<file path="src/pkg/prd_pkg.sv">
package prd_pkg;
   localparam int MAG_W = 16;
   localparam int RAT_W = 9;
   localparam int DLY_W = 13;
   localparam int ADDR_W = 12;
   localparam int CMP_W = MAG_W + RAT_W;

   typedef enum logic [1:0] {
      PRD_ROT_STD = 2'h0,
      PRD_ROT_REV = 2'h1,
      PRD_ROT_AUTO = 2'h2
   } prd_mode_t;

   // minimum phase voltage, volts
   localparam logic [MAG_W-1:0] VMIN_LO = 16'h0064;
   localparam logic [MAG_W-1:0] VMIN_HI = 16'h8CA0;
   localparam logic [MAG_W-1:0] VMIN_RST = 16'h07D0;
   // negative over positive ratio, hundredths
   localparam logic [RAT_W-1:0] RAT_LO = 9'h069;
   localparam logic [RAT_W-1:0] RAT_HI = 9'h1F4;
   localparam logic [RAT_W-1:0] RAT_RST = 9'h078;
   localparam logic [RAT_W-1:0] RAT_SCALE = 9'h064;
   // delay in time-base ticks, one tick per hundredth of a second
   localparam int TICK_MS = 10;
   localparam int DELAY_RST_MS = 5000;
   localparam logic [DLY_W-1:0] DLY_LO = 13'h000A;
   localparam logic [DLY_W-1:0] DLY_HI = 13'h1770;
   localparam logic [DLY_W-1:0] DLY_RST = DLY_W'(DELAY_RST_MS / TICK_MS);

   localparam logic [ADDR_W-1:0] OFS_IRQ_STATUS = 12'h000;
   localparam logic [ADDR_W-1:0] OFS_IRQ_ENABLE = 12'h004;
   localparam logic [ADDR_W-1:0] OFS_IRQ_CLEAR = 12'h008;
   localparam int CARD_LSB = 5;
   localparam logic [CARD_LSB-1:0] OFS_MODE = 5'h00;
   localparam logic [CARD_LSB-1:0] OFS_VMIN = 5'h04;
   localparam logic [CARD_LSB-1:0] OFS_RATIO = 5'h08;
   localparam logic [CARD_LSB-1:0] OFS_DELAY = 5'h0C;
   localparam logic [CARD_LSB-1:0] OFS_STATE = 5'h10;
   localparam int ST_REV_BIT = 0;
   localparam int ST_RUN_BIT = 1;
   localparam int ST_VOK_BIT = 2;
endpackage

</file>
<file path="src/pkg/prd_unit_if.sv">
interface prd_unit_if;
   prd_pkg::prd_mode_t mode;
   logic [prd_pkg::MAG_W-1:0] vMin;
   logic [prd_pkg::RAT_W-1:0] ratio;
   logic [prd_pkg::DLY_W-1:0] delay;
   logic [2:0][prd_pkg::MAG_W-1:0] phaseMag;
   logic [prd_pkg::MAG_W-1:0] seqPos;
   logic [prd_pkg::MAG_W-1:0] seqNeg;
   logic tick;
   logic run;
   logic voltsOk;
   logic expire;
   logic reversed;
   logic flip;

   modport unit (
      input mode, vMin, ratio, phaseMag, seqPos, seqNeg, expire,
      output run, voltsOk, reversed, flip
   );
   modport timer (
      input run, tick, delay,
      output expire
   );
endinterface

</file>
<file path="src/design/prd_delay_timer.sv">
module prd_delay_timer (
   input wire logic clock,
   input wire logic rst,
   prd_unit_if.timer bus
);
   logic [prd_pkg::DLY_W-1:0] cntQ;
   logic [prd_pkg::DLY_W:0] cntInc;
   logic lastTick;

   assign cntInc = {1'b0, cntQ} + 14'h0001;
   assign lastTick = bus.run & bus.tick & (cntInc >= {1'b0, bus.delay});

   // counts front-end ticks only; ticks carry the time base
   always_ff @(posedge clock) begin
      if (rst) begin
         cntQ <= '0;
      end else if (!bus.run) begin
         cntQ <= '0;
      end else if (lastTick) begin
         cntQ <= '0;
      end else if (bus.tick) begin
         cntQ <= cntInc[prd_pkg::DLY_W-1:0];
      end
   end

   always_ff @(posedge clock) begin
      if (rst) begin
         bus.expire <= 1'b0;
      end else begin
         bus.expire <= lastTick;
      end
   end
endmodule

</file>
<file path="src/design/prd_unit.sv">
module prd_unit (
   input wire logic clock,
   input wire logic rst,
   prd_unit_if.unit bus
);
   logic [2:0] above;
   logic [prd_pkg::CMP_W-1:0] negScaled;
   logic [prd_pkg::CMP_W-1:0] posScaled;
   logic ratioHigh;
   logic autoMode;

   for (genvar p = 0; p < 3; p++) begin : g_phase
      assign above[p] = bus.phaseMag[p] > bus.vMin;
   end

   // scaled compare avoids a divider: v2 * 100 against limit * v1
   assign negScaled = prd_pkg::CMP_W'(bus.seqNeg) * prd_pkg::CMP_W'(prd_pkg::RAT_SCALE);
   assign posScaled = prd_pkg::CMP_W'(bus.seqPos) * prd_pkg::CMP_W'(bus.ratio);
   assign ratioHigh = negScaled > posScaled;
   assign autoMode = bus.mode == prd_pkg::PRD_ROT_AUTO;
   assign bus.voltsOk = &above;
   assign bus.run = autoMode & bus.voltsOk & ratioHigh;

   always_ff @(posedge clock) begin
      if (rst) begin
         bus.reversed <= 1'b0;
      end else begin
         unique case (bus.mode)
            prd_pkg::PRD_ROT_STD: bus.reversed <= 1'b0;
            prd_pkg::PRD_ROT_REV: bus.reversed <= 1'b1;
            prd_pkg::PRD_ROT_AUTO: begin
               if (bus.expire) begin
                  bus.reversed <= !bus.reversed;
               end
            end
         endcase
      end
   end

   always_ff @(posedge clock) begin
      if (rst) begin
         bus.flip <= 1'b0;
      end else begin
         bus.flip <= autoMode & bus.expire;
      end
   end
endmodule

</file>
<file path="src/design/prd_top.sv">
// Contract
// - mode 0 standard, 1 reversed, 2 automatic; automatic after reset
// - a fixed code sets the rotation in force, no evaluation
// - only automatic mode derives rotation, from sequence magnitudes
// - evaluate only while every phase exceeds the minimum voltage setting
// - negative over positive ratio above limit starts the delay timer
// - timer expiry inverts the rotation in force
// - two exclusive outputs show standard or reversed rotation
// - one independent unit per measurement card
// - defaults settle or swap rotation after five seconds
//
// The register offsets and the APB register port were chosen for this implementation.
module prd_top #(
   parameter int NUM_CARDS = 2
) (
   input wire logic clock,
   input wire logic rst,
   input wire logic psel,
   input wire logic penable,
   input wire logic pwrite,
   input wire logic [prd_pkg::ADDR_W-1:0] paddr,
   input wire logic [31:0] pwdata,
   output logic [31:0] prdata,
   output logic pready,
   output logic pslverr,
   input wire logic tick,
   input wire logic [NUM_CARDS*3*prd_pkg::MAG_W-1:0] phaseMag,
   input wire logic [NUM_CARDS*prd_pkg::MAG_W-1:0] seqPos,
   input wire logic [NUM_CARDS*prd_pkg::MAG_W-1:0] seqNeg,
   output logic [NUM_CARDS-1:0] standardRotationInd,
   output logic [NUM_CARDS-1:0] reversedRotationInd,
   output logic irq
);
   localparam int N = NUM_CARDS;
   localparam int MW = prd_pkg::MAG_W;
   localparam int CL = prd_pkg::CARD_LSB;

   prd_pkg::prd_mode_t modeQ [N];
   logic [MW-1:0] vMinQ [N];
   logic [prd_pkg::RAT_W-1:0] ratioQ [N];
   logic [prd_pkg::DLY_W-1:0] delayQ [N];
   logic [N-1:0] irqStatusQ;
   logic [N-1:0] irqEnableQ;
   logic [N-1:0] unitRev;
   logic [N-1:0] unitRun;
   logic [N-1:0] unitVok;
   logic [N-1:0] unitFlip;

   logic access;
   logic commit;
   logic addrOk;
   logic valOk;
   logic roHit;
   logic [31:0] rdMux;
   logic wrStrobe;
   logic globalWr;

   ////////////////////////////////////////////////////////////////////////
   function automatic logic cardHit(input logic [prd_pkg::ADDR_W-1:0] a, input int idx);
      logic [prd_pkg::ADDR_W-CL-1:0] sel;
      sel = (prd_pkg::ADDR_W-CL)'(idx + 1);
      return a[prd_pkg::ADDR_W-1:CL] == sel;
   endfunction

   function automatic logic inRange(input logic [31:0] v, input logic [31:0] lo,
                                    input logic [31:0] hi);
      return (v >= lo) && (v <= hi);
   endfunction

   ////////////////////////////////////////////////////////////////////////
   // address decode and read mux
   always_comb begin
      addrOk = 1'b0;
      valOk = 1'b1;
      roHit = 1'b0;
      rdMux = '0;
      globalWr = 1'b0;
      if (paddr == prd_pkg::OFS_IRQ_STATUS) begin
         addrOk = 1'b1;
         roHit = 1'b1;
         rdMux = 32'(irqStatusQ);
      end else if (paddr == prd_pkg::OFS_IRQ_ENABLE) begin
         addrOk = 1'b1;
         globalWr = 1'b1;
         rdMux = 32'(irqEnableQ);
      end else if (paddr == prd_pkg::OFS_IRQ_CLEAR) begin
         addrOk = 1'b1;
         globalWr = 1'b1;
      end
      for (int i = 0; i < N; i++) begin
         if (cardHit(paddr, i)) begin
            unique case (paddr[CL-1:0])
               prd_pkg::OFS_MODE: begin
                  addrOk = 1'b1;
                  rdMux = 32'(modeQ[i]);
                  // only the three defined codes are accepted
                  valOk = inRange(pwdata, 32'h0000_0000, 32'(prd_pkg::PRD_ROT_AUTO));
               end
               prd_pkg::OFS_VMIN: begin
                  addrOk = 1'b1;
                  rdMux = 32'(vMinQ[i]);
                  valOk = inRange(pwdata, 32'(prd_pkg::VMIN_LO), 32'(prd_pkg::VMIN_HI));
               end
               prd_pkg::OFS_RATIO: begin
                  addrOk = 1'b1;
                  rdMux = 32'(ratioQ[i]);
                  valOk = inRange(pwdata, 32'(prd_pkg::RAT_LO), 32'(prd_pkg::RAT_HI));
               end
               prd_pkg::OFS_DELAY: begin
                  addrOk = 1'b1;
                  rdMux = 32'(delayQ[i]);
                  valOk = inRange(pwdata, 32'(prd_pkg::DLY_LO), 32'(prd_pkg::DLY_HI));
               end
               prd_pkg::OFS_STATE: begin
                  addrOk = 1'b1;
                  roHit = 1'b1;
                  rdMux[prd_pkg::ST_REV_BIT] = unitRev[i];
                  rdMux[prd_pkg::ST_RUN_BIT] = unitRun[i];
                  rdMux[prd_pkg::ST_VOK_BIT] = unitVok[i];
               end
               default: addrOk = 1'b0;
            endcase
         end
      end
   end

   ////////////////////////////////////////////////////////////////////////
   // apb slave: one wait state, effect at the edge pready is sampled high
   assign access = psel & penable;
   assign commit = access & pready;
   assign wrStrobe = commit & pwrite & addrOk & valOk & !roHit;

   always_ff @(posedge clock) begin
      if (rst) begin
         pready <= 1'b0;
      end else begin
         pready <= access & !pready;
      end
   end

   always_ff @(posedge clock) begin
      if (rst) begin
         prdata <= '0;
         pslverr <= 1'b0;
      end else if (access & !pready) begin
         prdata <= (pwrite || !addrOk) ? 32'h0000_0000 : rdMux;
         // out-of-range settings and read-only targets are refused
         pslverr <= !addrOk | (pwrite & (!valOk | roHit));
      end else begin
         prdata <= '0;
         pslverr <= 1'b0;
      end
   end

   ////////////////////////////////////////////////////////////////////////
   // per-card settings
   for (genvar i = 0; i < N; i++) begin : g_set
      always_ff @(posedge clock) begin
         if (rst) begin
            modeQ[i] <= prd_pkg::PRD_ROT_AUTO;
            vMinQ[i] <= prd_pkg::VMIN_RST;
            ratioQ[i] <= prd_pkg::RAT_RST;
            delayQ[i] <= prd_pkg::DLY_RST;
         end else if (wrStrobe && cardHit(paddr, i)) begin
            unique case (paddr[CL-1:0])
               prd_pkg::OFS_MODE: modeQ[i] <= prd_pkg::prd_mode_t'(pwdata[1:0]);
               prd_pkg::OFS_VMIN: vMinQ[i] <= pwdata[MW-1:0];
               prd_pkg::OFS_RATIO: ratioQ[i] <= pwdata[prd_pkg::RAT_W-1:0];
               prd_pkg::OFS_DELAY: delayQ[i] <= pwdata[prd_pkg::DLY_W-1:0];
               default: ;
            endcase
         end
      end
   end

   ////////////////////////////////////////////////////////////////////////
   // interrupt status: a flip in the clearing cycle stays set
   always_ff @(posedge clock) begin
      if (rst) begin
         irqStatusQ <= '0;
      end else if (commit && pwrite && paddr == prd_pkg::OFS_IRQ_CLEAR) begin
         irqStatusQ <= (irqStatusQ & ~pwdata[N-1:0]) | unitFlip;
      end else begin
         irqStatusQ <= irqStatusQ | unitFlip;
      end
   end

   always_ff @(posedge clock) begin
      if (rst) begin
         irqEnableQ <= '0;
      end else if (commit && pwrite && globalWr && paddr == prd_pkg::OFS_IRQ_ENABLE) begin
         irqEnableQ <= pwdata[N-1:0];
      end
   end

   always_ff @(posedge clock) begin
      if (rst) begin
         irq <= 1'b0;
      end else begin
         irq <= |(irqStatusQ & irqEnableQ);
      end
   end

   ////////////////////////////////////////////////////////////////////////
   // one detection unit and delay timer per card
   for (genvar i = 0; i < N; i++) begin : g_card
      prd_unit_if cardIf ();

      assign cardIf.mode = modeQ[i];
      assign cardIf.vMin = vMinQ[i];
      assign cardIf.ratio = ratioQ[i];
      assign cardIf.delay = delayQ[i];
      // unsigned magnitudes on one scale, phase a in the low slice
      assign cardIf.phaseMag = phaseMag[i*3*MW +: 3*MW];
      assign cardIf.seqPos = seqPos[i*MW +: MW];
      assign cardIf.seqNeg = seqNeg[i*MW +: MW];
      assign cardIf.tick = tick;
      assign unitRev[i] = cardIf.reversed;
      assign unitRun[i] = cardIf.run;
      assign unitVok[i] = cardIf.voltsOk;
      assign unitFlip[i] = cardIf.flip;

      prd_unit u_unit (
         .clock(clock),
         .rst(rst),
         .bus(cardIf.unit)
      );

      prd_delay_timer u_timer (
         .clock(clock),
         .rst(rst),
         .bus(cardIf.timer)
      );
   end

   ////////////////////////////////////////////////////////////////////////
   // indications mirror the rotation in force, never both
   always_ff @(posedge clock) begin
      if (rst) begin
         standardRotationInd <= '1;
         reversedRotationInd <= '0;
      end else begin
         standardRotationInd <= ~unitRev;
         reversedRotationInd <= unitRev;
      end
   end
endmodule

</file>
<file path="config.mk">
export PLATFORM = sky130hd
export DESIGN_NAME = prd_top
export DESIGN_NICKNAME = d
export VERILOG_FILES = /design/src/pkg/prd_pkg.sv /design/src/pkg/prd_unit_if.sv /design/src/design/prd_delay_timer.sv /design/src/design/prd_unit.sv /design/src/design/prd_top.sv
export SDC_FILE = /design/constraint.sdc
export NUM_CORES = 1
export LEC_CHECK = 0
export BUFFER_PORTS_ARGS = -buffer_cell sky130_fd_sc_hd__buf_2
export CORE_UTILIZATION = 55
export CTS_CLUSTER_DIAMETER = 30
export DETAILED_ROUTE_END_ITERATION = 16
export GPL_TIMING_DRIVEN = 0
export PLACE_DENSITY_LB_ADDON = 0.2
export SLEW_MARGIN = 20
export SYNTH_ARGS = -nofsm -noshare
export SYNTH_HDL_FRONTEND = slang
export SYNTH_SLANG_ARGS = --single-unit
</file>
<file path="constraint.sdc">
create_clock -name clock -period 10.4 [get_ports clock]
set_input_delay 2.08 -clock clock [delete_from_list [all_inputs] [get_ports clock]]
set_output_delay 2.08 -clock clock [all_outputs]
set_load 0.005 [all_outputs]
</file>
After elaboration in Yosys (flattened, before gate mapping)
Memories as Yosys holds them, arrays and structs flattened.
Cells that the tools add are included.
- input port bits: 210
- register bits: 75
- memory bits (writable): 80
- output and inout bits: 39
- memories kept: 4
- multiply operators: 4
- mux-type cells: 67
- $lt $le $gt $ge: 18
- $add $sub $neg: 2
- bitwise logic cells: 37
- equality and inequality tests: 14
- reduce and logical (&&, ||, !) cells: 29
- memories (memory ; depth ; bits a word ; rd ports ; clocked after memory_dff ; write ports ; line ; RTL):
    vMinQ ; 2 ; 16 ; 2 ; 0 ; 2 ; prd_top.sv:39 ; logic [MW-1:0] vMinQ [N];
    delayQ ; 2 ; 13 ; 2 ; 0 ; 2 ; prd_top.sv:41 ; logic [prd_pkg::DLY_W-1:0] delayQ [N];
    ratioQ ; 2 ; 9 ; 2 ; 0 ; 2 ; prd_top.sv:40 ; logic [prd_pkg::RAT_W-1:0] ratioQ [N];
    modeQ ; 2 ; 2 ; 2 ; 0 ; 2 ; prd_top.sv:38 ; prd_pkg::prd_mode_t modeQ [N];
- operators with widths (kind ; count):
    $pmux W29 S4 ; 2
    $gt A16 B16 Y1 ; 6
    $ge A32 B7 Y1 const B ; 2
    $mux W32 ; 2
    $gt A23 B25 Y1 ; 2
    $mul A16 B9 Y25 ; 2
    $mux W1 ; 46
    $mul A16 B5 Y21 const B ; 2
    $ge A32 B1 Y1 const B ; 1
    $ge A32 B4 Y1 const B ; 1
    $le A32 B13 Y1 const B ; 1
    $le A32 B16 Y1 const B ; 1
    $le A32 B2 Y1 const B ; 1
    $le A32 B9 Y1 const B ; 1
    $mux W16 ; 2
    $pmux W3 S5 ; 2
    $add A13 B1 Y14 const B ; 2
    $ge A14 B13 Y1 ; 2
    $mux W13 ; 2
    $and A1 B1 Y1 ; 18
    $mux W9 ; 2
    $eq A12 B3 Y1 const B ; 1
    $eq A12 B4 Y1 const B ; 1
    $logic_not A12 Y1 ; 1
    other kinds (25) ; 68

Depth between registers and ports, before layout
- word-level depth: 14
- mapped depth: 30

Modules after synthesis
Synthesis repeated with hierarchy kept, for this count alone.
- cells, all modules: 2638
- area total of the unflattened synthesis: 23369.9 um^2
- modules (own cells, without submodules) (module ; instances ; area an instance (um^2) ; cells an instance):
    prd_unit at g_card[1].u_unit ; 1 ; 7806.2 ; 939
    prd_unit at g_card[0].u_unit ; 1 ; 7800.0 ; 945
    prd_top ; 1 ; 5481.5 ; 486
    prd_delay_timer ; 2 ; 1141.1 ; 134

Worst setup path after synthesis
OpenSTA, ideal clock, no wires.
- path kind: in2reg
- from: input port seqPos[28] (netlist name)
- to: register g_card[1].u_timer.cntQ[0] (netlist name)
- slack: 2298 ps
- buffers on the path: 2
- data arrival time: 7970 ps
- required time: 10268 ps
- stages: 26
- setup time: 132 ps
- cells stage by stage: clkbuf_1 > nand2_1 > fa_1 > inv_1 > fa_1 > inv_1 > fa_1 > fa_1 > inv_1 > ha_1 > a21oi_1 > o21ai_0 > a31oi_1 > nand2_1 > o311ai_0 > nand2b_1 > a21oi_1 > xor2_1 > ha_1 > a211oi_1 > o21ai_0 > a2111oi_0 > nor3_1 > nand4b_1 > clkbuf_1 > nor3_1
- longest elaborated chain between the ends: 6
- elaborated cells between the ends (all ways): 7
- classes of those cells: mul (1); order compare (1); bitwise (4); reduce/logical (1)
- RTL lines (item ; line ; RTL):
    start: declaration ; prd_top.sv:28 ; input wire logic [NUM_CARDS*prd_pkg::MAG_W-1:0] seqPos,
    $mul A16 B9 Y25 * ; prd_unit.sv:18 ; assign posScaled = prd_pkg::CMP_W'(bus.seqPos) * prd_pkg::CMP_W'(bus.ratio);
    $gt A23 B25 Y1 * ; prd_unit.sv:19 ; assign ratioHigh = negScaled > posScaled;
    $and A1 B1 Y1 * ; prd_unit.sv:22 ; assign bus.run = autoMode & bus.voltsOk & ratioHigh;
    $and A1 B1 Y1 (2 in a row) ; prd_delay_timer.sv:11 ; assign lastTick = bus.run & bus.tick & (cntInc >= {1'b0, bus.delay});
    $reduce_or A3 Y1 (no source line) * ; - ;
    end signal: assignment ; prd_delay_timer.sv:22 ; cntQ <= cntInc[prd_pkg::DLY_W-1:0];
    end: declaration ; prd_delay_timer.sv:6 ; logic [prd_pkg::DLY_W-1:0] cntQ;
Mark *: on every way between the ends. The rest lies on a longest branch, timed or not.
A chain may end at the register's enable or synchronous reset.

Worst setup path in the final report
- from: input port seqPos[18] (netlist name)
- to: register g_card[1].u_timer.cntQ[6] (netlist name)
Same word-level chain as after synthesis.

==> reports/qor.csv <==
stage,metric,value,unit
placement,routabilityCongestion,0.914,
floorplanning,std_cell_rows,74,
cts,clock_latency,0.44,ns
yosys,synthDistinctLibCells,77,
sta,slew_headroom,32.6,%
yosys,synthArstFlopShare,0,%
global_routing,grt.total_usage,29.8,%
final_layout,fin_nets,3696,
sta,fin_crit_sh,88.4,%
placement,pre_cts_ws,0.778,ns
sta,skew,0.0172,ns
placement,port_buffers,220,
routing,drtAntennaViolNets,0,
cts,root_buffer,clkbuf_16,
worst_setup_path,r2r_cells,27,
final_layout,areaGrowthSynthToFinish,10.7,%
pwr,p_leak,0.0129,uW
global_routing,antenna_found_initial,2,
sta,drv_slew,0,
cts,cts_resized,0,
floorplanning,dieHeight,207,um
yosys,yosysSeqAreaShare,15.6,%
worst_setup_path,crit_path_start_kind,input pin,
worst_setup_path,cp-end-kind,flop,
placement,hpwl,52100,um
routing,num_vias,19703,
global_routing,grt_max_degree,17,
pwr,ir_drop,127,uV
cts,cts_made_buffers,17,
global_routing,grt_pass1_wl,100000,um
worst_setup_path,reg2reg_to,g_card[1].u_timer.cntQ[6],
final_layout,design_area,25500,um^2
sta,setup_tns,0,ns
pwr,powerDensity,170,nW/um^2
outcome,violations,design-rule violations,
yosys,synthTopCellsByArea,"ha_1, fa_1, edfxtp_1",
sta,setup_viol,0,
min_path,hold_end,irqStatusQ[1],
yosys,synth_top_area_cell,ha_1,
worst_setup_path,critPathKind,input pin to flop,
cts,cts_buffer_depth,2,
worst_setup_path,r2r-start,ratioQ[1][2],
sta,rsz0062_at_grt,false,
floorplanning,start_util,56.0,%
routing,drt-total-wl,61600,um
yosys,synthFlopType,edfxtp_1,
yosys,synth_area,23000,um^2
cts,clock_sinks,139,
yosys,ys_ff_latch,139,
floorplanning,die_area,42700,um^2
routing,wl_per_cell,17.9,um
yosys,synth_edf_count,80,
worst_setup_path,arrival,9.50,ns
sta,hold_viol_final,0,
placement,post-place-cells,3415,
cts,h-tree-depth,4,
floorplanning,chipWidth,207,um
worst_setup_path,reg2reg_slack,1.97,ns
yosys,synth_top_area_share,19.8,%
min_path,hp-start,g_card[1].u_unit.bus.flip,
cts,post-cts-setup-buffers,0,
cts,clkSlewWorstSetupHoldPaths,0.06,ns
min_path,hold_depth,2,
final_layout,final_layout_size_suffix_gt1_share,10.9,%
yosys,ys.warnings.count,0,
final_layout,layout.cells.non_filler,3449,
routing,drt_iter0_drc,1291,
sta,fmax,0.109,GHz
outcome,status,finished with violations,
global_routing,gr-total-overflow,0,
placement,placed_area,24900,um^2
sta,finalWorstSetupSlack,1.21,ns
global_routing,grt_pass1_vias,19984,
final_layout,final_util,62.0,%
floorplanning,pin_count,249,
worst_setup_path,cp_max_fo,10,
sta,worst_pin_slew,1.01,ns
routing,viasPerCell,5.71,
floorplanning,core,41100,um^2
yosys,synthCells,2648,
cts,cts_tree,built,
yosys,syn_avg_cell_area,8.70,um^2
run,maxCapViolCount,0,
routing,dr.pass1.iters,12,
worst_setup_path,worstPathRequired,10.70,ns
sta,fin_crit,9.19,ns
routing,drc,9,
cts,hold_buffers,0,
min_path,worst_hold_path_type,flop to flop,
[cells by family after synthesis]
group / count (synthesis) / synth area share, %
compound gates: 386 / 11.0
xor+xnor: 110 / 4.18
fa+ha+maj: 584 / 38.9
buf+inv: 568 / 9.64
flops: 139 / 15.6
mux: 32 / 1.52
other cells: 1 / 0.0163
simple gates: 828 / 19.2
[cells in the mapped netlist, types with 43 or more instances]
cell type    n
nand3_1     54
a21oi_1    118
nand2_1    240
nor3_1      46
ha_1       364
inv_1      474
o21ai_0     61
fa_1       220
edfxtp_1    80
clkbuf_1    68
and2_1     184
dfxtp_1     59
xor2_1      67
nor2_1      83
xnor2_1     43
[worst max-delay path by stage]
stage | from | to | slack [ns] | cells after the start
6_report | seqPos[18] | g_card[1].u_timer.cntQ[6] | 1.21 | 25
5_1_grt | seqPos[26] | g_card[1].u_timer.cntQ[2] | 0.63 | 26
3_5_place_dp | seqPos[18] | g_card[1].u_timer.cntQ[2] | 0.78 | 25
2_1_floorplan | seqPos[28] | g_card[1].u_timer.cntQ[0] | 2.30 | 26
3_3_place_gp | seqPos[18] | g_card[1].u_timer.cntQ[12] | 0.85 | 25
4_1_cts | seqPos[18] | g_card[1].u_timer.cntQ[6] | 1.22 | 25
[routing by layer]
metal  up-vias  track usage, %  routed length, um  part of all wire, %
met5         -               0                  0                    0
met1      9431            37.0              25400                   41
li1       9347               -                  -                    -
met3       163            3.99               3890                  6.3
met4         0            13.2               2650                  4.3
met2       762            51.5              29700                   48
[final cells by class]
type / instances / area, um^2
sequential: 139 / 3580
antenna: 2 / 5.00
timing repair buffer: 220 / 1100
clock inverter: 11 / 159
tap: 532 / 666
fill: 3686 / 15600
clock buffer: 21 / 472
multi-input combinational: 1956 / 17300
inverter: 474 / 1780
buffer: 94 / 442
[layout by cell type (no fill, tap or decap), drive strengths merged, types with 20 or more instances in the layout]
master	synthesis	final
a21o	40	40
or3	25	25
xnor2	43	43
nand3	54	54
clkbuf	68	89
a211oi	20	20
and3	36	36
fa	220	220
nand2b	34	34
edfxtp	80	80
nor2b	20	20
a21oi	118	118
nor2	83	83
and2	184	184
o21ai	61	61
nor4	23	23
nor3	61	61
buf	26	246
nand2	240	240
dfxtp	59	59
inv	474	477
nand4	39	39
xor2	67	67
ha	364	364
[sequential cells by signal (all words and copies together), names as in the netlist, 2 cells and up]
name	flops
irqStatusQ	2
delayQ	26
modeQ	4
vMinQ	32
reversedRotationInd	2
standardRotationInd	2
irqEnableQ	2
ratioQ	18
g_card.u_timer.bus.expire	2
prdata	16
g_card.u_unit.bus.reversed	2
g_card.u_unit.bus.flip	2
g_card.u_timer.cntQ	26
[power by group]
part / leakage [uW] / internal (uW) / switching [uW]
clock network: 0.000298 / 402 / 264
logic: 0.0114 / 1310 / 1760
registers: 0.00120 / 587 / 9.62
total: 0.0129 / 2300 / 2030
[metrics by stage]
step                      total power (uW)  hold slack, ns
after detailed placement              3650           0.437
after global routing                  4810           0.505
after floorplan                       2940           0.413
after CTS                             4320           0.465
after global placement                3530           0.440
final                                 4330           0.470
[worst max-delay path, cell delays in order]
cell and delay [ns]:
clkbuf_1 0.37, and2_1 0.22, fa_1 0.45, fa_1 0.54
fa_1 0.56, inv_1 0.06, fa_1 0.59, inv_1 0.06
ha_1 0.34, o21ai_0 0.27, a21oi_1 0.15, a2111oi_0 0.66
nor2_1 0.15, a21oi_1 0.24, o21ai_0 0.10, a21oi_1 0.19
xor2_1 0.12, ha_1 0.21, a211oi_1 0.23, o21ai_0 0.16
a2111oi_0 0.76, nor3_1 0.12, nand4b_1 0.38, clkbuf_1 0.39
nor3_1 0.10
No activity file was read; power rests on OpenSTA's default activity.
